<file path="src/shared/instr_decode_pkg.sv">
package instr_decode_pkg;

  localparam int          OPCODE_W        = 14;
  localparam int          DATA_W          = 8;
  localparam int          INDEX_W         = 7;
  localparam int          TARGET_BIT_POS  = 7;
  localparam logic [5:0]  OP_OR_ACC       = 6'h04;
  localparam logic [5:0]  OP_COPY_REG     = 6'h08;
  localparam logic [6:0]  OP_STORE_ACC    = 7'h01;
  localparam logic [3:0]  OP_LOAD_IMM     = 4'hC;
  localparam logic [7:0]  ACC_RESET       = 8'h00;
  localparam logic [1:0]  PHASE_RESET     = 2'h0;

  typedef enum logic [1:0] {
    PH_DECODE  = 2'b00,
    PH_READ    = 2'b01,
    PH_PROCESS = 2'b10,
    PH_WRITE   = 2'b11
  } phase_e;

  typedef enum logic [2:0] {
    OPK_NONE  = 3'b000,
    OPK_OR    = 3'b001,
    OPK_COPY  = 3'b010,
    OPK_STORE = 3'b011,
    OPK_LOAD  = 3'b100
  } op_kind_e;

  typedef struct packed {
    op_kind_e            kind;
    logic                result_target_bit;
    logic [INDEX_W-1:0]  register_index;
    logic [DATA_W-1:0]   immediate_value;
  } decoded_s;

  typedef struct packed {
    logic                en;
    logic [INDEX_W-1:0]  index;
    logic [DATA_W-1:0]   data;
  } file_write_s;

endpackage

</file>
<file path="src/logic/opcode_field_decoder.sv">
module opcode_field_decoder
  import instr_decode_pkg::*;
(
  // Instruction word
  input  wire logic [OPCODE_W-1:0] opcode,
  // Decoded fields
  output decoded_s                 decoded
);

  always_comb begin
    decoded                   = '0;
    decoded.kind              = OPK_NONE;
    decoded.result_target_bit = opcode[TARGET_BIT_POS];
    decoded.register_index    = opcode[INDEX_W-1:0];
    decoded.immediate_value   = opcode[DATA_W-1:0];
    if (opcode[13:8] == OP_OR_ACC) begin
      decoded.kind = OPK_OR;
    end else if (opcode[13:8] == OP_COPY_REG) begin
      decoded.kind = OPK_COPY;
    end else if (opcode[13:7] == OP_STORE_ACC) begin
      decoded.kind = OPK_STORE;
    end else if (opcode[13:10] == OP_LOAD_IMM) begin
      decoded.kind = OPK_LOAD;
    end
  end

endmodule

</file>
<file path="src/logic/move_and_or_instruction_decode.sv">
// How it works
// - Opcode 000100 computes accumulator OR register.
// - OR result to accumulator or register.
// - Opcode 001000 copies register to chosen target.
// - Seven-bit index, one-bit target select.
// - Store accumulator to register, flags kept.
// - Opcode 1100xx loads immediate, flags kept.
// - Literal-load don't-care bits never matter.
// - One word, four phases Q1 to Q4.
// - Store reads Q2, processes Q3, writes Q4.
module move_and_or_instruction_decode
  import instr_decode_pkg::*;
(
  // Clock and reset
  input  wire logic                clk,
  input  wire logic                rst_n,
  // Instruction stream, sampled in the decode phase
  input  wire logic [OPCODE_W-1:0] opcode,
  // File register read port, index is registered from the opcode in the decode phase
  output logic      [INDEX_W-1:0]  read_index_ff,
  input  wire logic [DATA_W-1:0]   read_data,
  // File register write port
  output logic                     file_write_en_ff,
  output logic      [INDEX_W-1:0]  file_write_index_ff,
  output logic      [DATA_W-1:0]   file_write_data_ff,
  // Core state
  output logic      [DATA_W-1:0]   accumulator_ff,
  output logic                     null_result_flag_ff,
  output logic      [1:0]          phase_ff,
  output logic                     instr_done_ff
);

  logic              rst_sync1_ff;
  logic              rst_sync2_ff;
  phase_e            phase_q_ff;
  phase_e            nxt_phase;
  decoded_s          dec_now;
  decoded_s          dec_ff;
  logic [DATA_W-1:0] operand_ff;
  logic [DATA_W-1:0] result_ff;
  logic [DATA_W-1:0] nxt_result;

  // The reset is released through two stages so that no flop leaves reset on a ragged edge.
  always_ff @(posedge clk or negedge rst_n) begin
    if (!rst_n) begin
      rst_sync1_ff <= 1'b0;
      rst_sync2_ff <= 1'b0;
    end else begin
      rst_sync1_ff <= 1'b1;
      rst_sync2_ff <= rst_sync1_ff;
    end
  end

  opcode_field_decoder opcode_field_decoder_i (
    .opcode  (opcode),
    .decoded (dec_now)
  );

  always_comb begin
    unique case (phase_q_ff)
      PH_DECODE:  nxt_phase = PH_READ;
      PH_READ:    nxt_phase = PH_PROCESS;
      PH_PROCESS: nxt_phase = PH_WRITE;
      PH_WRITE:   nxt_phase = PH_DECODE;
    endcase
  end

  // Each instruction takes exactly one pass through the four phases.
  always_ff @(posedge clk or negedge rst_sync2_ff) begin
    if (!rst_sync2_ff) begin
      phase_q_ff <= PH_DECODE;
    end else begin
      phase_q_ff <= nxt_phase;
    end
  end

  always_ff @(posedge clk or negedge rst_sync2_ff) begin
    if (!rst_sync2_ff) begin
      dec_ff        <= '0;
      read_index_ff <= '0;
    end else if (phase_q_ff == PH_DECODE) begin
      dec_ff        <= dec_now;
      read_index_ff <= dec_now.register_index;
    end
  end

  // The register file answers within the read phase; its data is caught at the end of it.
  always_ff @(posedge clk or negedge rst_sync2_ff) begin
    if (!rst_sync2_ff) begin
      operand_ff <= '0;
    end else if (phase_q_ff == PH_READ) begin
      operand_ff <= (dec_ff.kind == OPK_LOAD) ? dec_ff.immediate_value
                  : (dec_ff.kind == OPK_STORE) ? accumulator_ff
                  : read_data;
    end
  end

  always_comb begin
    unique case (dec_ff.kind)
      OPK_OR:  nxt_result = accumulator_ff | operand_ff;
      default: nxt_result = operand_ff;
    endcase
  end

  always_ff @(posedge clk or negedge rst_sync2_ff) begin
    if (!rst_sync2_ff) begin
      result_ff <= '0;
    end else if (phase_q_ff == PH_PROCESS) begin
      result_ff <= nxt_result;
    end
  end

  logic to_file;
  logic to_acc;
  logic sets_flag;
  assign to_file   = (dec_ff.kind == OPK_STORE)
                   || (((dec_ff.kind == OPK_OR) || (dec_ff.kind == OPK_COPY))
                       && dec_ff.result_target_bit);
  assign to_acc    = (dec_ff.kind == OPK_LOAD)
                   || (((dec_ff.kind == OPK_OR) || (dec_ff.kind == OPK_COPY))
                       && !dec_ff.result_target_bit);
  assign sets_flag = (dec_ff.kind == OPK_OR) || (dec_ff.kind == OPK_COPY);

  // Results leave only in the write phase, so a read and a write of one register never collide.
  always_ff @(posedge clk or negedge rst_sync2_ff) begin
    if (!rst_sync2_ff) begin
      file_write_en_ff    <= 1'b0;
      file_write_index_ff <= '0;
      file_write_data_ff  <= '0;
    end else begin
      file_write_en_ff <= (phase_q_ff == PH_WRITE) && to_file;
      if ((phase_q_ff == PH_WRITE) && to_file) begin
        file_write_index_ff <= dec_ff.register_index;
        file_write_data_ff  <= result_ff;
      end
    end
  end

  always_ff @(posedge clk or negedge rst_sync2_ff) begin
    if (!rst_sync2_ff) begin
      accumulator_ff <= ACC_RESET;
    end else if ((phase_q_ff == PH_WRITE) && to_acc) begin
      accumulator_ff <= result_ff;
    end
  end

  // Store and load leave the flag alone.
  always_ff @(posedge clk or negedge rst_sync2_ff) begin
    if (!rst_sync2_ff) begin
      null_result_flag_ff <= 1'b0;
    end else if ((phase_q_ff == PH_WRITE) && sets_flag) begin
      null_result_flag_ff <= (result_ff == '0);
    end
  end

  always_ff @(posedge clk or negedge rst_sync2_ff) begin
    if (!rst_sync2_ff) begin
      phase_ff      <= PHASE_RESET;
      instr_done_ff <= 1'b0;
    end else begin
      phase_ff      <= nxt_phase;
      instr_done_ff <= (phase_q_ff == PH_WRITE);
    end
  end

  AST_PHASE_CYCLE: assert property (@(posedge clk) disable iff (!rst_sync2_ff)
    (phase_q_ff == PH_DECODE) |=> (phase_q_ff == PH_READ) ##1 (phase_q_ff == PH_PROCESS)
      ##1 (phase_q_ff == PH_WRITE) ##1 (phase_q_ff == PH_DECODE))
    else $error("phase sequence broken");

  AST_OR_RESULT: assert property (@(posedge clk) disable iff (!rst_sync2_ff)
    (phase_q_ff == PH_PROCESS && dec_ff.kind == OPK_OR)
      |=> (result_ff == ($past(accumulator_ff) | $past(operand_ff))))
    else $error("or result wrong");

  AST_OR_TARGET: assert property (@(posedge clk) disable iff (!rst_sync2_ff)
    (phase_q_ff == PH_WRITE && dec_ff.kind == OPK_OR && !dec_ff.result_target_bit)
      |=> (accumulator_ff == $past(result_ff)) && !file_write_en_ff)
    else $error("or to accumulator wrong");

  AST_COPY_SELF: assert property (@(posedge clk) disable iff (!rst_sync2_ff)
    (phase_q_ff == PH_READ && dec_ff.kind == OPK_COPY && dec_ff.result_target_bit)
      ##3 1'b1 |-> file_write_en_ff && (file_write_data_ff == $past(operand_ff, 2))
      && (file_write_index_ff == read_index_ff))
    else $error("copy to itself wrong");

  AST_INDEX_CAPTURE: assert property (@(posedge clk) disable iff (!rst_sync2_ff)
    (phase_q_ff == PH_DECODE) |=> (read_index_ff == $past(opcode[INDEX_W-1:0])))
    else $error("index not captured");

  AST_STORE_FLAGS: assert property (@(posedge clk) disable iff (!rst_sync2_ff)
    (phase_q_ff == PH_WRITE && dec_ff.kind == OPK_STORE)
      |=> $stable(null_result_flag_ff) && file_write_en_ff
      && (file_write_data_ff == $past(result_ff)))
    else $error("store wrong");

  AST_LOAD_IMM: assert property (@(posedge clk) disable iff (!rst_sync2_ff)
    (phase_q_ff == PH_DECODE && opcode[13:10] == OP_LOAD_IMM)
      |-> ##4 (accumulator_ff == $past(opcode[DATA_W-1:0], 4)) && $stable(null_result_flag_ff))
    else $error("load immediate wrong");

  AST_LOAD_DONTCARE: assert property (@(posedge clk) disable iff (!rst_sync2_ff)
    (phase_q_ff == PH_DECODE && opcode[13:10] == OP_LOAD_IMM) |=> (dec_ff.kind == OPK_LOAD))
    else $error("load not decoded");

  AST_STORE_WRITE_Q4: assert property (@(posedge clk) disable iff (!rst_sync2_ff)
    file_write_en_ff |-> ($past(phase_q_ff) == PH_WRITE))
    else $error("write outside write phase");

  AST_ZERO_FLAG: assert property (@(posedge clk) disable iff (!rst_sync2_ff)
    (phase_q_ff == PH_WRITE && (dec_ff.kind == OPK_OR || dec_ff.kind == OPK_COPY))
      |=> (null_result_flag_ff == ($past(result_ff) == 8'h00)))
    else $error("zero flag wrong");

  AST_COPY_DECODE: assert property (@(posedge clk) disable iff (!rst_sync2_ff)
    (phase_q_ff == PH_DECODE && opcode[13:8] == OP_COPY_REG) |=> (dec_ff.kind == OPK_COPY))
    else $error("copy not decoded");

endmodule

</file>
<file path="config.mk">
export PLATFORM = sky130hd
export DESIGN_NAME = move_and_or_instruction_decode
export DESIGN_NICKNAME = d
export VERILOG_FILES = /design/src/shared/instr_decode_pkg.sv /design/src/logic/opcode_field_decoder.sv /design/src/logic/move_and_or_instruction_decode.sv
export SDC_FILE = /design/constraint.sdc
export NUM_CORES = 1
export LEC_CHECK = 0
export BUFFER_PORTS_ARGS = -buffer_cell sky130_fd_sc_hd__buf_2
export CORE_UTILIZATION = 55
export CTS_CLUSTER_DIAMETER = 120
export DETAILED_ROUTE_END_ITERATION = 16
export PLACE_DENSITY = 0.79
export SYNTH_ARGS = -nofsm -noshare
export SYNTH_HDL_FRONTEND = slang
export SYNTH_SLANG_ARGS = --single-unit
</file>
<file path="constraint.sdc">
create_clock -name clk -period 4.4 [get_ports clk]
set_input_delay 0.66 -clock clk [delete_from_list [all_inputs] [get_ports clk]]
set_output_delay 0.66 -clock clk [all_outputs]
set_load 0.02 [all_outputs]
</file>
==> results of run 1 <==
## kinds of logic (layout without fill, tap and decap cells)
logic type      Yosys count  in the layout  synth area share [%]
compound gates           53             53                  13.2
mux                      33             33                  14.6
fa+ha+maj                 6              6                  2.85
xor+xnor                  1              1                 0.344
other cells               1              1                 0.147
flops                    57             57                  56.0
simple gates             27             27                  5.55
buf+inv                  38             95                  7.41
## cells in the mapped netlist, drive strengths merged, types with 2 or more instances
cell and instances:
ha 5, nor3 2, a221oi 8, clkbuf 6, nand2 2, o22ai 8, nor2 12, mux2 33
inv 20, o21ai 11, a21oi 24, dfrtp 57, o31ai 2, buf 12, nor4 2, nand2b 2
## layer usage
| layer | GRT usage, % | up-vias | share of wire [%] |
|---|---|---|---|
| met4 | 11.8 | 0 | 2.5 |
| li1 | - | 857 | - |
| met3 | 7.22 | 12 | 5.4 |
| met1 | 33.1 | 889 | 47 |
| met2 | 34.7 | 54 | 45 |
| met5 | 0 | - | 0 |
## state kept, by name, indices dropped and copies added (netlist names)
| signal | count |
|---|---|
| dec_ff | 11 |
| accumulator_ff | 8 |
| file_write_data_ff | 8 |
| operand_ff | 8 |
| result_ff | 8 |
| file_write_index_ff | 7 |
| phase_ff | 2 |
| file_write_en_ff | 1 |
| instr_done_ff | 1 |
| null_result_flag_ff | 1 |
| rst_sync1_ff | 1 |
| rst_sync2_ff | 1 |
## worst register-to-register path, delay by kind of cell (launching register included)
family           cells  cell delay, ns
AND/OR/NAND/NOR      1            0.36
multiplexers         1            0.38
flip-flops           1            0.66
AO/OA/AOI/OAI        2            0.44
## cell usage in the layout (no fill, tap or decap), drive strengths merged
| cell | synthesis | layout |
|---|---|---|
| mux2 | 33 | 33 |
| o31ai | 2 | 2 |
| clkbuf | 6 | 14 |
| nand3 | 1 | 1 |
| or3b | 1 | 1 |
| nor2 | 12 | 12 |
| o22ai | 8 | 8 |
| a21oi | 24 | 24 |
| nor4 | 2 | 2 |
| o21ai | 11 | 11 |
| buf | 12 | 59 |
| nand2b | 2 | 2 |
| bufinv | 0 | 1 |
| nor4b | 1 | 1 |
| nor3 | 2 | 2 |
| or4 | 1 | 1 |
| dfrtp | 57 | 57 |
| clkinv | 0 | 1 |
| maj3 | 1 | 1 |
| a221oi | 8 | 8 |
| inv | 20 | 20 |
| nand2 | 2 | 2 |
| and3 | 1 | 1 |
| or2 | 1 | 1 |
| xnor2 | 1 | 1 |
| nand4 | 1 | 1 |
| conb | 1 | 1 |
| ha | 5 | 5 |
## final cells by class
type / instances / share of cell area, %
tap: 52 / 2.16
clock inverter: 2 / 1.16
sequential: 57 / 47.3
clock buffer: 14 / 6.06
multi-input combinational: 121 / 30.9
timing repair buffer: 59 / 9.87
inverter: 20 / 2.49
## per-stage QoR
| step | area, um^2 | hold WS [ns] | worst slack [ns] |
|---|---|---|---|
| 6_report | 3020 | 0.0855 | 2.45 |
| 5_1_grt | 3020 | 0.0764 | 2.35 |
| 4_1_cts | 3020 | 0.0778 | 2.45 |
| 3_5_place_dp | 2800 | 0.300 | 2.46 |
| 3_3_place_gp | 2800 | 0.291 | 2.50 |
| 2_1_floorplan | 2550 | 0.331 | 2.70 |
## path summary, 6_finish.rpt
path	end	slack, ns	from
setup / recovery	accumulator_ff[7]	2.45	dec_ff[17]
hold / removal	rst_sync2_ff	0.09	rst_n
setup reg to reg	accumulator_ff[7]	2.45	dec_ff[17]
hold reg to reg	file_write_data_ff[6]	0.28	rst_sync2_ff
max in group asynchronous	result_ff[0]	3.34	rst_sync2_ff
min in group clk	rst_sync2_ff	0.36	rst_sync1_ff
## power groups by stage
| stage | registers, mW | clock network [mW] | logic (mW) |
|---|---|---|---|
| after floorplan | 0.662 | 0 | 0.0652 |
| after global placement | 0.628 | 0 | 0.160 |
| after detailed placement | 0.629 | 0 | 0.165 |
| after CTS | 0.619 | 0.532 | 0.165 |
| after global routing | 0.628 | 0.556 | 0.178 |
| final | 0.619 | 0.526 | 0.164 |
==> results_dict.tcl, run 1 <==
set metrics [dict create \
    via_count 1812 \
    power.switching_uw 342 \
    initial_core_util_pct 57.7 \
    post_cts.repair.setup_buffers 0 \
    grt_max_degree 29 \
    clkLatencyLatePin_ns 0.34 \
    grt_usage_pct 24.0 \
    ant_nets 0 \
    instances_no_fill 325 \
    cpPeakStageDelay_ns 0.66 \
    yosysUniqueCellTypes 31 \
    syn2layout_area_growth_pct 18.4 \
    dp.cells 309 \
    fp.dieW_um 70.1 \
    syn_nets 245 \
    finalSetupViolations 0 \
    drtPass1Iterations 6 \
    yosys.area.top_type "dfrtp_1" \
    place_hpwl_mm 3.66 \
    crit_type "reg2reg" \
    required_ns 4.63 \
    seqCellArea_mm2 0.00143 \
    worst_pin_slew_ns 0.612 \
    powerDensity_mw_per_mm2 434 \
    nets 297 \
    status "finished, final reports clean" \
    cts_hold_buf 0 \
    slew_headroom_pct 59.2 \
    detail_route.vias_per_cell 5.58 \
    cts_buffers 9 \
    coreArea_mm2 0.00441 \
    die_area_mm2 0.00491 \
    drc 0 \
    antenna_found_initial 0 \
    cpLargestDelayFamily "flip-flops" \
    p_clk_share_pct 40.2 \
    io_pins 59 \
    wl_mm 5.14 \
    die_height_um 70.1 \
    path_max_fanout 16 \
    post_cts_resized 0 \
    multiInputGateArea_um2 933 \
    swShare_pct 26.1 \
    r2r_cells 4 \
    netlist_area_mm2 0.00255 \
    num_rows 24 \
    synth-main-ff-cell "dfrtp_1" \
    path_cells "or3b_1, o31ai_4, o21ai_4, mux2_2" \
    p_int_uw 967 \
    cap_violations 0 \
    ctsRootBufferMaster "clkbuf_8" \
    seqPwrFrac_pct 47.3 \
    first_global_vias 1820 \
    cts.sinks 57 \
    async_flop_share_pct 100 \
    portBuffers 58 \
    synth_edf_count 0 \
    htreeDepth 3 \
    ys_seq_area_share_pct 56.0 \
    cts.path.max_buffers 2 \
    fill_cells 353 \
    timing.fmax_mhz 513 \
    grt.overflow.total 0 \
    antenna_cells 0 \
    path_clk_slew_ns 0.06 \
    netlist_instances 216 \
    fin_total_pwr_mw 1.31 \
    post_synth.cell_area_avg_um2 11.8 \
    final_max_slew_viol_count 0 \
    avgRoutedWirePerCell_um 15.8 \
    grt_pass1_wl_mm 8.85 \
    gp_congestion 0.825 \
    yosys_warnings 0 \
    synth.area.top_cells "dfrtp_1 (56%), mux2_2 (15%), a21oi_1 (4.7%)" \
    path_depth 4 \
    post-route-util_pct 68.3 \
    end_kind "flop" \
    cp_slowest_cell "dfrtp_1" \
    period_minus_slack_ns 1.95 \
    critPathBufInv 0 \
    hold_violations 0 \
    finalCritPeriodShare_pct 44.3 \
    drive_gt1_share_pct 41.0 \
    critPathLaunchType "flop" \
    crit_arrival_ns 2.18 \
    combinationalPowerShare_pct 12.5 \
    cts_tree "built" \
    p_leak_nw 1.51 \
    drt_iter0_markers 134 \
    synth_top_area_share_pct 56.0 \
    hold_path_class "in2async" \
    ys_ff_latch 57 \
    rsz0062_at_grt "false" \
    fin_worst_skew_ns 0.00768 \
    tns_ns 0 \
    peakVddDrop_uv 245 \
]
Power figures use the tool's default switching activity.
==> run 2, diff against run 1 <==
Settings changed: CORE_UTILIZATION 55 to 48, PLACE_DENSITY 0.79 to 0.73.
Clock period 4.4 ns to 1.75 ns, I/O delays scaled along.
==> run 2 against run 1 <==
Net effect:
- critical path depth is the same
- highest routed layer unchanged
- register-to-register slack lost 2.3 ns
- count of clock-buffer cells in the layout shrank 4
- clock skew shrank 0.0022 ns
- routed wire length shrank 0.25%
- largest cell class unchanged
- critical path type unchanged
- critical endpoint unchanged
- combinational power grew to 2.6 times the previous value
- utilization shrank 7.5 points
- non-clock buffer count grew 10
- flip-flop and latch count is the same
- die area grew 14%
==> results_dict.tcl, run 2 (synthesis results as in run 1) <==
set metrics [dict create \
    status "finished, final reports clean" \
    cts.sinks 57 \
    fill_cells 435 \
    cp-startpoint "dec_ff[16]" \
    period_minus_slack_ns 1.64 \
    detail_route.vias_per_cell 5.19 \
    fin_total_pwr_mw 3.18 \
    path_max_fanout 8 \
    largest_reg_flops 11 \
    place_hpwl_mm 3.61 \
    hp-start "opcode[0]" \
    die_area_mm2 0.00561 \
    cpPeakStageDelay_ns 0.49 \
    cap_violations 0 \
    worst_pin_slew_ns 0.594 \
    post_cts.repair.setup_buffers 0 \
    critPathLaunchType "flop" \
    cts_buffers 9 \
    regMostFlops "dec_ff" \
    antenna_found_initial 0 \
    crit_arrival_ns 1.86 \
    tns_ns 0 \
    drive_gt1_share_pct 43.5 \
    path_cells "or3b_1, o31ai_4, o21ai_4, mux2_2" \
    first_global_vias 1836 \
    grt_usage_pct 21.0 \
    fp.dieW_um 74.9 \
    clkLatencyLatePin_ns 0.34 \
    antenna_cells 0 \
    fin_worst_skew_ns 0.00547 \
    portBuffers 58 \
    nets 307 \
    cp_slowest_cell "dfrtp_1" \
    syn2layout_area_growth_pct 21.9 \
    timing.rr.start "dec_ff[16]" \
    cts.path.max_buffers 2 \
    layout_common_cells "buf_2 (58), dfrtp_1 (56), mux2_2 (33)" \
    via_count 1831 \
    drtPass1Iterations 5 \
    grt_pass1_wl_mm 8.51 \
    timing.fmax_mhz 611 \
    path_clk_slew_ns 0.06 \
    instances_no_fill 353 \
    dp.cells 336 \
    cts_tree "built" \
    io_pins 59 \
    critPathBufInv 0 \
    die_height_um 74.9 \
    final_common_cell "buf_2" \
    p_leak_nw 1.55 \
    fin_area_mm2 0.00311 \
    grt.overflow.total 0 \
    htreeDepth 3 \
    cpLargestDelayFamily "flip-flops" \
    drc 0 \
    end_kind "flop" \
    powerDensity_mw_per_mm2 1020 \
    place_area_mm2 0.00289 \
    required_ns 1.97 \
    rsz0062_at_grt "false" \
    ctsRootBufferMaster "clkbuf_8" \
    grt_max_degree 35 \
    finalCritPeriodShare_pct 93.6 \
    wl_mm 5.13 \
    finalSetupViolations 0 \
    coreArea_mm2 0.00511 \
    avgRoutedWirePerCell_um 14.5 \
    multiInputGateArea_um2 947 \
    peakVddDrop_uv 681 \
    gp_congestion 0.833 \
    ant_nets 0 \
    hold_violations 0 \
    num_rows 26 \
    slew_headroom_pct 60.4 \
    final_max_slew_viol_count 0 \
    initial_core_util_pct 49.9 \
    drt_iter0_markers 71 \
    seqCellArea_mm2 0.00143 \
    crit_type "reg2reg" \
    hold_path_class "in2reg" \
]
[run 2: cell types whose count changed in the layout (fill, tap and decap cells not counted), sizes merged]
cell	delta
clkinv	+3
dlygate4sd3	+1
buf	+9
clkbuf	-4
clkinvlp	+1
[run 2: power by group]
part / switching (mW) / internal (mW)
clock network: 0.525 / 0.684
registers: 0.102 / 1.44
logic: 0.240 / 0.185
total: 0.867 / 2.31
[run 2: final timing paths]
check,end,slack (ns),cells after the start
max,accumulator_ff[7],0.11,4
min,dec_ff[8],0.15,2
max reg2reg,accumulator_ff[7],0.11,4
min reg2reg,result_ff[7],0.23,1
max in group asynchronous,file_write_index_ff[1],1.14,1
min in group asynchronous,rst_sync1_ff,0.23,2
[run 2: per-layer routing]
metal  global-route usage (%)  up-vias  wire [um]
li1                         -      884          -
met1                     27.5      873       2320
met2                     32.0       60       2410
met3                     6.69       14        293
met4                     9.85        0        108
met5                        0        -          0
[run 2: metrics by stage]
stage	hold slack [ns]	worst slack [ns]	utilization [%]
global placement	0.0484	0.116	56.6
floorplan	-0.0331	0.0456	-
detailed placement	0.0494	0.0835	56.6
CTS	0.142	0.0681	60.6
global route	0.148	0.0232	60.9
finish	0.155	0.113	60.9
[run 2: area by class of cell]
| class | instances | area share (%) |
|---|---|---|
| multi-input combinational | 121 | 30.5 |
| clock inverter | 6 | 1.85 |
| tap | 70 | 2.82 |
| sequential | 57 | 45.9 |
| timing repair buffer | 69 | 12.1 |
| clock buffer | 10 | 4.43 |
| inverter | 20 | 2.42 |
[run 2: repair_timing]
item                                    CTS  global route
hold buffers                              1             0
endpoints found under the setup margin    0            15
gates resized for setup                   0             2
hold endpoints to repair                  2             0
